### src/core/ebc_pkg.sv
/*
 * Shared constants and types for the external bus cycle controller:
 * request and answer carriers, access sizes, bus states, strobe codes
 * and the address windows used by the fetch checks.
 * Assumes a single core clock and a 16-bit multiplexed external bus.
 */
package ebc_pkg;

    ////////////////////////////////////////////////////////////////////////
    // Widths and requester slots (slot number is also the rank, 0 highest)
    localparam int ADDR_W = 24;
    localparam int DATA_W = 32;
    localparam int BUS_W = 16;
    localparam int NUM_REQ = 4;
    localparam logic [1:0] REQ_DMA = 2'h0;
    localparam logic [1:0] REQ_OPND = 2'h1;
    localparam logic [1:0] REQ_BRANCH = 2'h2;
    localparam logic [1:0] REQ_SEQ = 2'h3;

    ////////////////////////////////////////////////////////////////////////
    // Address windows seen by the fetch checks (plain defaults)
    localparam logic [ADDR_W-1:0] PERIPH_BASE = 24'hfff000;
    localparam logic [ADDR_W-1:0] PERIPH_LAST = 24'hffffff;

    ////////////////////////////////////////////////////////////////////////
    // Write strobe pairs, written {upper, lower}
    localparam logic [1:0] STRB_ODD = 2'h1;
    localparam logic [1:0] STRB_EVEN = 2'h2;
    localparam logic [1:0] STRB_BOTH = 2'h0;
    localparam logic [1:0] STRB_IDLE = 2'h3;

    ////////////////////////////////////////////////////////////////////////
    // Values after reset for pins and buses
    localparam logic PIN_HIGH_RST = 1'b1;
    localparam logic [BUS_W-1:0] BUS_RST = 16'h0000;
    localparam logic [DATA_W-1:0] DATA_RST = 32'h0000_0000;

    typedef enum logic [1:0] {
        EBC_SZ_BYTE = 2'h0,
        EBC_SZ_HALF = 2'h1,
        EBC_SZ_WORD = 2'h2
    } ebc_size_e;

    // Gray codes along idle, T1, T2, T3, idle-in, hold, idle-out
    typedef enum logic [2:0] {
        EBC_ST_IDLE = 3'h0,
        EBC_ST_T1 = 3'h1,
        EBC_ST_T2 = 3'h3,
        EBC_ST_T3 = 3'h2,
        EBC_ST_TI_IN = 3'h6,
        EBC_ST_TH = 3'h7,
        EBC_ST_TI_OUT = 3'h5
    } ebc_state_e;

    typedef struct packed {
        logic valid;
        logic write;
        logic rmw;
        ebc_size_e size;
        logic [ADDR_W-1:0] addr;
        logic [DATA_W-1:0] wdata;
    } ebc_req_s;

    typedef struct packed {
        logic done;
        logic err;
        logic [DATA_W-1:0] rdata;
    } ebc_rsp_s;

endpackage : ebc_pkg

### src/core/ebc_piece_plan.sv
/*
 * Piece planner: splits one access into the bus cycles a 16-bit bus needs
 * and steers write data and strobes onto the proper byte lanes.
 * Purely combinational; the caller registers what it uses.
 */
`timescale 1ns/1ps
`default_nettype none

module ebc_piece_plan (
    input wire ebc_pkg::ebc_size_e size,
    input wire logic [1:0] addr_lo,
    input wire logic [1:0] piece,
    input wire logic [ebc_pkg::DATA_W-1:0] wdata,
    output logic [1:0] offset,
    output logic is_byte,
    output logic is_odd,
    output logic last,
    output logic [ebc_pkg::BUS_W-1:0] lane_data,
    output logic [1:0] strobe_n
);
    import ebc_pkg::*;

    logic [DATA_W-1:0] shifted;
    logic [1:0] lo_sum;

    ////////////////////////////////////////////////////////////////////////
    // Piece table: byte offset, width and last flag per piece
    always_comb begin
        offset = 2'h0;
        is_byte = 1'b0;
        last = 1'b1;
        unique case (size)
            EBC_SZ_HALF: begin
                if (addr_lo[0]) begin
                    // Odd halfword goes out as two bytes
                    is_byte = 1'b1;
                    offset = {1'b0, piece[0]};
                    last = piece[0];
                end
            end
            EBC_SZ_WORD: begin
                if (addr_lo[0]) begin
                    // Byte, halfword, byte
                    unique case (piece)
                        2'h0: begin
                            is_byte = 1'b1;
                            last = 1'b0;
                        end
                        2'h1: begin
                            offset = 2'h1;
                            last = 1'b0;
                        end
                        default: begin
                            is_byte = 1'b1;
                            offset = 2'h3;
                        end
                    endcase
                end else begin
                    // Two halfwords, both at 00 and at 10
                    offset = {piece[0], 1'b0};
                    last = piece[0];
                end
            end
            default: is_byte = 1'b1; // Byte, and the unused code treated alike
        endcase
    end

    ////////////////////////////////////////////////////////////////////////
    // Lane steering: odd byte rides the upper lane, even byte the lower
    assign lo_sum = addr_lo + offset;
    assign is_odd = lo_sum[0];
    assign shifted = wdata >> {offset, 3'h0};
    assign lane_data = is_byte ? {2{shifted[7:0]}} : shifted[BUS_W-1:0];
    assign strobe_n = !is_byte ? STRB_BOTH : (is_odd ? STRB_ODD : STRB_EVEN);

endmodule : ebc_piece_plan

`default_nettype wire

### src/core/ebc_cycle_ctrl.sv
/*
 * External bus cycle controller: ranks bus hold and four internal
 * requesters, runs T1/T2/T3 multiplexed bus cycles, splits misaligned
 * accesses, steers byte lanes and runs the hold handshake.
 * Assumes requesters on core_clk that hold valid until they see done and
 * drop it on the next edge, and an external party that drives read data
 * by the end of T2 and keeps it through T3.
 */
// Functional notes
// - Rank: hold, DMA, operand, branch, sequential fetch
// - Fetch may slip between RMW read and write
// - No fetch or hold inside split access
// - No sequential prefetch into peripheral I/O
// - Sequential fetch never crosses into external memory
// - Any alignment accepted; misaligned needs several cycles
// - Odd halfword: two byte cycles
// - Odd word: byte, halfword, byte cycles
// - Word at 10: two halfword cycles
// - Read byte taken from its own lane
// - Strobes low only during data transfer
// - Hold seen in T2 and T3 enters after T3
// - Each hold state resamples request, stay or resume
// - Idle state always surrounds hold
// - Bus released while held, driven again after
// - Hold acknowledge low exactly during hold
`timescale 1ns/1ps
`default_nettype none

module ebc_cycle_ctrl (
    input wire logic core_clk,
    input wire logic srst,
    input wire ebc_pkg::ebc_req_s [ebc_pkg::NUM_REQ-1:0] req,
    output ebc_pkg::ebc_rsp_s [ebc_pkg::NUM_REQ-1:0] rsp,
    input wire logic fetch_from_internal,
    input wire logic hold_request_n,
    output logic hold_ack_n,
    output logic address_latch,
    output logic read_strobe_n,
    output logic upper_byte_write_strobe_n,
    output logic lower_byte_write_strobe_n,
    output logic [ebc_pkg::ADDR_W-ebc_pkg::BUS_W-1:0] addr_high,
    output logic [ebc_pkg::BUS_W-1:0] muxed_addr_data_bus_out,
    output logic muxed_addr_data_bus_oe,
    input wire logic [ebc_pkg::BUS_W-1:0] muxed_addr_data_bus_in
);
    import ebc_pkg::*;

    ebc_state_e state, next_state;
    ebc_req_s cur_req, next_req;
    logic [1:0] cur_idx, next_idx, piece, next_piece;
    logic cur_last, cur_byte, cur_odd, cur_first;
    logic [1:0] cur_off;
    logic hold_meta, hold_sync, hold_seen, idle_hold_seen, rmw_pending, rmw_hold;
    logic [BUS_W-1:0] ad_meta, ad_sync;
    logic cap_pend, cap_byte, cap_odd, cap_first, cap_last;
    logic [1:0] cap_off, cap_idx;
    logic [DATA_W-1:0] rbuf, next_rbuf;
    logic [NUM_REQ-1:0] elig;
    logic [1:0] pick;
    logic pick_valid, pick_legal, hold_s, hold_go, boundary, grant, refuse;
    logic [1:0] p_off, p_strobe;
    logic p_byte, p_odd, p_last;
    logic [BUS_W-1:0] p_lane;
    logic [ADDR_W-1:0] p_addr;

    ////////////////////////////////////////////////////////////////////////
    // Pin synchronisers; the first stage feeds only the second
    always_ff @(posedge core_clk) begin
        if (srst) begin
            hold_meta <= PIN_HIGH_RST;
            hold_sync <= PIN_HIGH_RST;
            ad_meta <= BUS_RST;
            ad_sync <= BUS_RST;
        end else begin
            hold_meta <= hold_request_n;
            hold_sync <= hold_meta;
            ad_meta <= muxed_addr_data_bus_in;
            ad_sync <= ad_meta;
        end
    end

    assign hold_s = !hold_sync;

    ////////////////////////////////////////////////////////////////////////
    // Fixed-rank pick; the slot finishing now is masked so it is not rerun
    function automatic logic [1:0] first_set(input logic [NUM_REQ-1:0] v);
        first_set = REQ_SEQ;
        for (int i = NUM_REQ - 1; i >= 0; i--) begin
            if (v[i]) begin
                first_set = 2'(i);
            end
        end
    endfunction : first_set

    function automatic logic in_periph(input logic [ADDR_W-1:0] a);
        in_periph = (a >= PERIPH_BASE) && (a <= PERIPH_LAST);
    endfunction : in_periph

    for (genvar g = 0; g < NUM_REQ; g++) begin : g_elig
        assign elig[g] = req[g].valid && !rsp[g].done
                         && !(cap_pend && cap_idx == 2'(g))
                         && !(state == EBC_ST_T3 && cur_idx == 2'(g));
    end

    assign pick = first_set(elig);
    assign pick_valid = |elig;
    // Sequential fetch: never into peripheral space, never out of internal code
    assign pick_legal = !(pick == REQ_SEQ
                          && (in_periph(req[pick].addr) || fetch_from_internal));
    assign boundary = (state == EBC_ST_IDLE) || (state == EBC_ST_T3 && cur_last);
    // Hold is refused inside a split access and from T3 of an RMW read to its write
    assign rmw_hold = (state == EBC_ST_T3 && cur_idx == REQ_OPND)
                      ? (cur_req.rmw && !cur_req.write) : rmw_pending;
    assign hold_go = !rmw_hold && hold_s
                     && ((state == EBC_ST_T3 && cur_last && hold_seen)
                         || (state == EBC_ST_IDLE && idle_hold_seen));
    assign grant = boundary && !hold_go && pick_valid && pick_legal;
    assign refuse = boundary && !hold_go && pick_valid && !pick_legal;

    ////////////////////////////////////////////////////////////////////////
    // Next state
    always_comb begin
        next_state = state;
        unique case (state)
            EBC_ST_IDLE: begin
                if (hold_go) begin
                    next_state = EBC_ST_TI_IN;
                end else if (grant) begin
                    next_state = EBC_ST_T1;
                end
            end
            EBC_ST_T1: next_state = EBC_ST_T2;
            EBC_ST_T2: next_state = EBC_ST_T3;
            EBC_ST_T3: begin
                if (!cur_last) begin
                    next_state = EBC_ST_T1;
                end else if (hold_go) begin
                    next_state = EBC_ST_TI_IN;
                end else if (grant) begin
                    next_state = EBC_ST_T1;
                end else begin
                    next_state = EBC_ST_IDLE;
                end
            end
            EBC_ST_TI_IN: next_state = EBC_ST_TH;
            EBC_ST_TH: next_state = hold_s ? EBC_ST_TH : EBC_ST_TI_OUT;
            EBC_ST_TI_OUT: next_state = EBC_ST_IDLE;
            default: next_state = EBC_ST_IDLE;
        endcase
    end

    always_comb begin
        next_req = cur_req;
        next_idx = cur_idx;
        next_piece = piece;
        if (state == EBC_ST_T3 && !cur_last) begin
            next_piece = piece + 2'h1;
        end else if (grant) begin
            next_req = req[pick];
            next_idx = pick;
            next_piece = 2'h0;
        end
    end

    ebc_piece_plan u_plan (
        .size(next_req.size),
        .addr_lo(next_req.addr[1:0]),
        .piece(next_piece),
        .wdata(next_req.wdata),
        .offset(p_off),
        .is_byte(p_byte),
        .is_odd(p_odd),
        .last(p_last),
        .lane_data(p_lane),
        .strobe_n(p_strobe)
    );

    assign p_addr = next_req.addr + ADDR_W'(p_off);

    ////////////////////////////////////////////////////////////////////////
    // Sequencer and current piece
    always_ff @(posedge core_clk) begin
        if (srst) begin
            state <= EBC_ST_IDLE;
            cur_req <= '0;
            cur_idx <= REQ_DMA;
            piece <= 2'h0;
            cur_last <= 1'b1;
            cur_byte <= 1'b0;
            cur_odd <= 1'b0;
            cur_off <= 2'h0;
            cur_first <= 1'b1;
        end else begin
            state <= next_state;
            cur_req <= next_req;
            cur_idx <= next_idx;
            piece <= next_piece;
            cur_last <= p_last;
            cur_byte <= p_byte;
            cur_odd <= p_odd;
            cur_off <= p_off;
            cur_first <= (next_piece == 2'h0);
        end
    end

    // Hold sampling: seen in T2, confirmed in T3; idle bus needs two samples
    always_ff @(posedge core_clk) begin
        if (srst) begin
            hold_seen <= 1'b0;
            idle_hold_seen <= 1'b0;
        end else begin
            hold_seen <= (state == EBC_ST_T2) ? hold_s : (hold_seen && state == EBC_ST_T3);
            idle_hold_seen <= (state == EBC_ST_IDLE) && hold_s;
        end
    end

    // RMW window: hold stays out, fetches may still be granted
    always_ff @(posedge core_clk) begin
        if (srst) begin
            rmw_pending <= 1'b0;
        end else if (state == EBC_ST_T3 && cur_last && cur_idx == REQ_OPND) begin
            rmw_pending <= cur_req.rmw && !cur_req.write;
        end
    end

    ////////////////////////////////////////////////////////////////////////
    // Read capture: synced bus holds the T2 value one cycle after T3
    always_ff @(posedge core_clk) begin
        if (srst) begin
            cap_pend <= 1'b0;
            cap_byte <= 1'b0;
            cap_odd <= 1'b0;
            cap_first <= 1'b0;
            cap_last <= 1'b0;
            cap_off <= 2'h0;
            cap_idx <= REQ_DMA;
            rbuf <= DATA_RST;
        end else begin
            cap_pend <= (state == EBC_ST_T3) && !cur_req.write;
            cap_byte <= cur_byte;
            cap_odd <= cur_odd;
            cap_first <= cur_first;
            cap_last <= cur_last;
            cap_off <= cur_off;
            cap_idx <= cur_idx;
            if (cap_pend) begin
                rbuf <= next_rbuf;
            end
        end
    end

    // The first piece starts from zero so no old bytes leak in
    always_comb begin
        next_rbuf = cap_first ? DATA_RST : rbuf;
        if (cap_byte) begin
            next_rbuf[{cap_off, 3'h0} +: 8] = cap_odd ? ad_sync[15:8] : ad_sync[7:0];
        end else begin
            next_rbuf[{cap_off, 3'h0} +: 16] = ad_sync;
        end
    end

    ////////////////////////////////////////////////////////////////////////
    // Answers: writes end with T3, reads with the capture cycle
    for (genvar g = 0; g < NUM_REQ; g++) begin : g_rsp
        always_ff @(posedge core_clk) begin
            if (srst) begin
                rsp[g] <= '0;
            end else begin
                rsp[g].done <= (state == EBC_ST_T3 && cur_last && cur_req.write
                                && cur_idx == 2'(g))
                               || (cap_pend && cap_last && cap_idx == 2'(g))
                               || (refuse && pick == 2'(g));
                rsp[g].err <= refuse && pick == 2'(g);
                if (cap_pend && cap_last && cap_idx == 2'(g)) begin
                    rsp[g].rdata <= next_rbuf;
                end
            end
        end
    end

    ////////////////////////////////////////////////////////////////////////
    // Pins, registered from the next state so each comes from a flop
    always_ff @(posedge core_clk) begin
        if (srst) begin
            hold_ack_n <= PIN_HIGH_RST;
            address_latch <= 1'b0;
            read_strobe_n <= PIN_HIGH_RST;
            upper_byte_write_strobe_n <= PIN_HIGH_RST;
            lower_byte_write_strobe_n <= PIN_HIGH_RST;
            addr_high <= '0;
            muxed_addr_data_bus_out <= BUS_RST;
            muxed_addr_data_bus_oe <= 1'b0;
        end else begin
            hold_ack_n <= (next_state != EBC_ST_TH);
            address_latch <= (next_state == EBC_ST_T1);
            read_strobe_n <= !(!next_req.write
                               && (next_state == EBC_ST_T2 || next_state == EBC_ST_T3));
            if (next_req.write && (next_state == EBC_ST_T2 || next_state == EBC_ST_T3)) begin
                {upper_byte_write_strobe_n, lower_byte_write_strobe_n} <= p_strobe;
            end else begin
                {upper_byte_write_strobe_n, lower_byte_write_strobe_n} <= STRB_IDLE;
            end
            addr_high <= p_addr[ADDR_W-1:BUS_W];
            muxed_addr_data_bus_out <= (next_state == EBC_ST_T1) ? p_addr[BUS_W-1:0] : p_lane;
            // Released in idle and hold, driven again once hold ends
            muxed_addr_data_bus_oe <= (next_state == EBC_ST_T1)
                                      || (next_req.write && (next_state == EBC_ST_T2
                                                             || next_state == EBC_ST_T3));
        end
    end
endmodule : ebc_cycle_ctrl

`default_nettype wire

### config.mk
export PLATFORM = sky130hd
export DESIGN_NAME = ebc_cycle_ctrl
export DESIGN_NICKNAME = d
export VERILOG_FILES = /design/src/core/ebc_pkg.sv /design/src/core/ebc_piece_plan.sv /design/src/core/ebc_cycle_ctrl.sv
export SDC_FILE = /design/constraint.sdc
export NUM_CORES = 1
export LEC_CHECK = 0
export BUFFER_PORTS_ARGS = -buffer_cell sky130_fd_sc_hd__clkbuf_2
export CORE_UTILIZATION = 50
export CTS_BUF_LIST = sky130_fd_sc_hd__clkbuf_16
export DETAILED_ROUTE_END_ITERATION = 12
export PLACE_DENSITY_LB_ADDON = 0.3
export SKIP_CTS_REPAIR_TIMING = 1
export SKIP_LAST_GASP = 1
export SYNTH_ARGS = -nofsm -noshare
export SYNTH_HDL_FRONTEND = slang
export SYNTH_SLANG_ARGS = --single-unit
### constraint.sdc
create_clock -name core_clk -period 15.3 [get_ports core_clk]
set_input_delay 1.53 -clock core_clk [delete_from_list [all_inputs] [get_ports core_clk]]
set_output_delay 1.53 -clock core_clk [all_outputs]
set_load 0.005 [all_outputs]
==> results of run 1 <==
[worst max path at each step]
| stage | startpoint | to | slack [ns] |
|---|---|---|---|
| 6_report | req[60] | addr_high[6] | 7.20 |
| 2_1_floorplan | req[121] | addr_high[2] | 7.58 |
| 3_5_place_dp | req[60] | addr_high[4] | 6.84 |
| 5_1_grt | req[60] | addr_high[2] | 6.60 |
| 3_3_place_gp | req[60] | addr_high[2] | 7.07 |
| 4_1_cts | req[60] | addr_high[6] | 7.32 |
[final cells by class]
cell class                 count  share of cell area
antenna                        1            0.000136
clock buffer                  35              0.0477
clock inverter                24              0.0108
inverter                      28             0.00573
multi-input combinational   1379               0.440
sequential                   317               0.346
tap                          390              0.0266
timing repair buffer         442               0.123
[kinds of logic after synthesis]
| logic type | count (synthesis) |
|---|---|
| AOI/OAI and AO/OA | 500 |
| DFF | 317 |
| adders and majority gates | 11 |
| muxes | 89 |
| other | 1 |
| and+or+nand+nor | 747 |
| xor gates and xnor gates | 29 |
| buffers and inverters | 167 |
[routing by layer]
layer | routed length, µm | track usage | up-vias
met5 | 14 | 0 | -
met3 | 3090 | 0.0519 | 147
met2 | 23400 | 0.518 | 620
li1 | - | - | 7279
met1 | 18900 | 0.352 | 7063
met4 | 2300 | 0.152 | 2
[Yosys cell counts, types with 10 or more instances]
master | number | area, µm²
nor3_1 | 43 | 215
nand4_1 | 11 | 68.8
nand2_1 | 189 | 709
nor2_1 | 352 | 1320
xor2_1 | 10 | 87.6
a221oi_1 | 37 | 324
nand3_1 | 30 | 150
a21oi_1 | 171 | 856
a221o_1 | 10 | 100
or2_2 | 11 | 68.8
o22ai_1 | 18 | 113
clkbuf_1 | 107 | 402
inv_1 | 25 | 93.8
nor2b_1 | 49 | 307
mux2i_1 | 83 | 831
ha_1 | 10 | 125
a22oi_1 | 13 | 97.6
buf_1 | 11 | 41.3
a211oi_1 | 130 | 976
o21ai_0 | 42 | 210
buf_2 | 18 | 90.1
dfxtp_1 | 317 | 6350
xnor2_1 | 19 | 166
nand2b_1 | 11 | 68.8
and3_1 | 13 | 81.3
[metrics by stage]
step | instances | cell area [µm²]
final | 2616 | 18300
after global routing | 2615 | 18300
after CTS | 2615 | 18300
after detailed placement | 2556 | 17300
after global placement | 2556 | 17300
after floorplan | 1863 | 15000
[critical path, stage by stage]
cell,delay [ns]
clkbuf_2,0.09
nor2b_1,0.44
a211oi_1,0.20
a22oi_1,0.88
o221ai_1,0.25
or4_4,0.54
nor3_4,0.28
a41o_2,0.30
nor2_1,0.06
a21oi_1,0.23
inv_1,0.08
ha_1,0.39
inv_1,0.19
and3_1,0.36
nand2_1,0.32
inv_1,0.38
ha_1,0.25
inv_1,0.06
fa_1,0.55
nor4_1,0.70
nand2_1,0.15
xnor2_1,0.17
nor2_1,0.06
[power by group through the flow]
stage / logic (mW) / registers [mW] / clock network [mW]
after floorplan: 0.345 / 0.934 / 0
after global placement: 0.495 / 0.962 / 0
after detailed placement: 0.502 / 0.960 / 0
after CTS: 0.505 / 0.943 / 0.814
after global routing: 0.556 / 0.950 / 0.847
final: 0.510 / 0.944 / 0.803
[sequential cells by signal, summed over array words and instances, names as in the netlist, 2 cells and up]
register and cells:
piece 2, state 3, rbuf 32, cur_idx 2, ad_sync 16, cap_off 2
addr_high 8, cur_req 60, rsp 136, ad_meta 16, muxed_addr_data_bus_out 16, cap_idx 2
cur_off 2
==> impl_metrics.toml, run 1 <==
[clock_network]
cts-htree-levels = 2
clock_sinks = 317
cts.clk_slew.worst_paths_ns = 0.06
cts_root_buf = "clkbuf_16"
cts.path.max_buffers = 3
cts_tree = "done"
clock_latency_ns = 0.52
numCtsBuffers = 34

[grt]
grt_first_pass_wirelength_mm = 73.6
grt_overflow = 0
grt_max_degree = 133
grt_pass1_vias = 14200
track_usage = 0.298
antenna_found_initial = 2

[drt]
drt_iter0_drc = 1167
drcViolationCount = 0
wl_mm = 47.7
post_drt_wl_per_cell_um = 18.2
viasPerCell = 5.78
dr.pass1.iters = 6
detail-route-antenna-nets = 0
vias = 15100

[critical_path]
crit_arrival_ns = 8.47
regToRegEndpoint = "addr_high[6]"
worstReg2RegStart = "cap_pend"
startpoint_type = "input pin"
crit_path_end_kind = "flip-flop"
r2r_cells = 22
ff2ff_setup_slack_ns = 7.49
critPathMaxFanout = 11
critPathKind = "in -> reg"
crit_required_ns = 15.67

[layout]
multi_input_area_um2 = 8080
fin_util = 0.621
final_common_cell = "clkbuf_2"
final_nets = 2477
final_cell_mix = "clkbuf_2, nor2_1, dfxtp_1"
syn_to_final_growth_pct = 22.2
drive_gt1_frac = 0.237
regArea_um2 = 6350
n_fill_cell = 2668

[hold_path]
min_path_type = "reg -> reg"
hold_end = "hold_sync"
whs_path_depth = 1
min_from = "hold_meta"

[logic_synthesis]
synth_compound_area_frac = 0.227
synth-xor-area-share = 0.0169
synthSimpleGateAreaFrac = 0.219
ys_seq_elements = 317
synth_edf_count = 0
synthArstFlopShare = 0
synth_ff_type = "dfxtp_1"
synthAdderAreaFrac = 0.00967
synth_top_family_by_area = "compound AO/OA/AOI/OAI gates"
netlist_area_um2 = 15000
synthCells = 1861
synth_area_per_cell_um2 = 8.07
ys_types = 82
yosysWarnings = 0
synthMuxAreaShare = 0.0600
seq_area_frac_synth = 0.423

[power]
vdd_drop_max_uv = 111
switching_share = 0.315
p_sw_mw = 0.711
powerDensity_nw_per_um2 = 123
p_int_mw = 1.55
seq_power_share = 0.418
finalPower_mw = 2.26
clock_power_share = 0.356
combPwrFrac = 0.226
p_leak_nw = 7.54

[die]
dieWidth_um = 175
dieArea_um2 = 30700
io_pins = 430
row_count = 63
start_util = 0.508
fp.dieH_um = 175
core_um2 = 29600

[timing]
tns_ns = 0
maxSlewHeadroom = 0.264
skew_ns = 0.0222
worst_slack_ns = 7.20
post-route-period-util = 0.530
rsz0062_at_grt = "false"
drv_slew = 0
max_clock_freq_ghz = 0.123
setup_violations = 0
hold_slack_ns = 0.415
finalHoldViolCount = 0
period_minus_slack_ns = 8.10
tightest_slew_ns = 1.10

[placement]
gp_congestion = 0.940
place_ws_ns = 6.84
portBuffers = 429
dp_hpwl_mm = 34.8

[flow_run]
timing.max_cap.violations = 0

[run_status]
status = "completed"
No activity file was read; power rests on OpenSTA's default activity.
==> run 2: changes to the inputs <==
CORE_UTILIZATION = 47   (was 50)
clock period = 6.65 ns   (was 15.3 ns; I/O delays follow)
==> run 2 against run 1 <==
Cell area is 1.0% higher. Die area is 6.3% higher. Combinational power is 130% higher. Flip-flop and latch count stayed put. Worst hold slack worse by 0.087 ns. Via count is 0.56% lower.
==> impl_metrics.toml, run 2 (synthesis gave the netlist of run 1 again) <==
[run_status]
status = "completed"

[die]
start_util = 0.477
row_count = 65
dieArea_um2 = 32700
dieWidth_um = 181
fp.dieH_um = 181
core_um2 = 31500
io_pins = 430

[clock_network]
cts-htree-levels = 2
cts_root_buf = "clkbuf_16"
cts_tree = "done"
numCtsBuffers = 36
clock_sinks = 317
cts.path.max_buffers = 3
clock_latency_ns = 0.53
cts.clk_slew.worst_paths_ns = 0.06

[grt]
grt_max_degree = 124
grt_pass1_vias = 14000
antenna_found_initial = 0
track_usage = 0.286
grt_overflow = 0
grt_first_pass_wirelength_mm = 74.9

[power]
seq_power_share = 0.411
p_int_mw = 3.60
vdd_drop_max_uv = 182
p_sw_mw = 1.68
combPwrFrac = 0.224
clock_power_share = 0.366
switching_share = 0.318
p_leak_nw = 7.63
finalPower_mw = 5.28
powerDensity_nw_per_um2 = 285

[layout]
syn_to_final_growth_pct = 23.4
num_antenna_cells = 0
drive_gt1_frac = 0.245
final_cell_mix = "clkbuf_2, nor2_1, dfxtp_1"
multi_input_area_um2 = 8100
final_nets = 2489
largest_reg_flops = 136
regMostFlops = "rsp"
final_common_cell = "clkbuf_2"
regArea_um2 = 6350
reg_top3 = "rsp x136, cur_req x60, rbuf x32"
n_fill_cell = 2907

[timing]
skew_ns = 0.0203
tns_ns = 0
period_minus_slack_ns = 6.20
post-route-period-util = 0.933
setup_violations = 0
tightest_slew_ns = 1.14
finalHoldViolCount = 0
drv_slew = 0
max_clock_freq_ghz = 0.161
maxSlewHeadroom = 0.238
rsz0062_at_grt = "false"

[drt]
vias = 15000
drt-met1-wl_mm = 19.9
post_drt_wl_per_cell_um = 18.3
drcViolationCount = 0
viasPerCell = 5.69
drt_iter0_drc = 991
wl_mm = 48.5
wl_met2_mm = 24.2
detail-route-antenna-nets = 0
maxUsedRoutingLayer = "met4"
dr.pass1.iters = 6
wl_met3_mm = 2.69

[critical_path]
critPathMaxFanout = 13
crit_chain = "or4b_4, o211ai_4, or2_1, o221ai_1, or4_4, nor3_4, a41o_2, nor2_1, a21oi_1, inv_1, ha_1, inv_1, and3_1, buf_4, nand2_1, inv_1, ha_1, inv_1, fa_1, a211oi_1, xor2_1, nor2_1, a221o_1"
cpMostUsedCell = "inv_1"
crit_arrival_ns = 6.60
critPathKind = "reg -> reg"
crit_required_ns = 7.04
startpoint_type = "flip-flop"
ff2ff_setup_slack_ns = 0.45
r2r_cells = 23
worstReg2RegStart = "state[1]"
regToRegEndpoint = "muxed_addr_data_bus_out[14]"
crit_path_end_kind = "flip-flop"
slowest_delay_ns = 0.58
critPathSlowestCell = "fa_1"

[placement]
portBuffers = 429
gp_congestion = 0.955
dp_hpwl_mm = 35.8

[hold_path]
hold_end = "hold_meta"
whs_path_depth = 2
min_path_type = "in -> reg"
min_from = "hold_request_n"

[flow_run]
timing.max_cap.violations = 0
[run 2: worst max-delay path by stage]
stage              from                           to  slack (ns)  depth (start not counted)
5_1_grt        state[1]  muxed_addr_data_bus_out[14]        0.01                         23
4_1_cts        state[1]                 addr_high[4]        0.23                         23
6_report       state[1]  muxed_addr_data_bus_out[14]        0.45                         23
3_5_place_dp    req[60]                 addr_high[4]        0.26                         24
2_1_floorplan  req[121]                 addr_high[2]        0.02                         30
3_3_place_gp    req[60]                 addr_high[2]        0.39                         24
[run 2: critical path: cells and delay by family (launching register included)]
kind	cells	cell delay (ns)
DFF	1	0.43
and+or+nand+nor	8	2.03
adders and majority gates	3	1.14
AOI/OAI and AO/OA	6	1.68
xor gates and xnor gates	1	0.19
buffers and inverters	5	0.57
[run 2: layout make-up]
type | count | area share
clock buffers | 36 | 0.0486
clock inverters | 28 | 0.0127
inverters | 28 | 0.00567
multi-input cells | 1379 | 0.437
flip-flops and latches | 317 | 0.343
well taps | 402 | 0.0271
repair buffers | 452 | 0.126
[run 2: stage by stage]
step | cells | hold slack [ns] | utilization | setup slack [ns] | area (µm²)
2_1_floorplan | 1863 | 0.389 | - | 0.0227 | 15000
3_3_place_gp | 2576 | 0.419 | 0.552 | 0.391 | 17400
3_5_place_dp | 2576 | 0.420 | 0.552 | 0.261 | 17400
4_1_cts | 2640 | 0.312 | 0.588 | 0.231 | 18500
5_1_grt | 2642 | 0.325 | 0.589 | 0.0128 | 18500
6_report | 2642 | 0.328 | 0.589 | 0.447 | 18500
[run 2: per-layer routing]
layer,global-route usage,vias up
met1,0.349,6984
li1,-,7336
met5,0,-
met2,0.508,602
met3,0.0343,104
met4,0.113,0
[run 2: power by group through the flow]
stage,registers [mW],clock network (mW),logic [mW]
floorplan,2.15,0,0.795
global placement,2.21,0,1.15
detailed placement,2.21,0,1.16
CTS,2.17,1.96,1.17
global route,2.18,2.03,1.29
finish,2.17,1.93,1.18
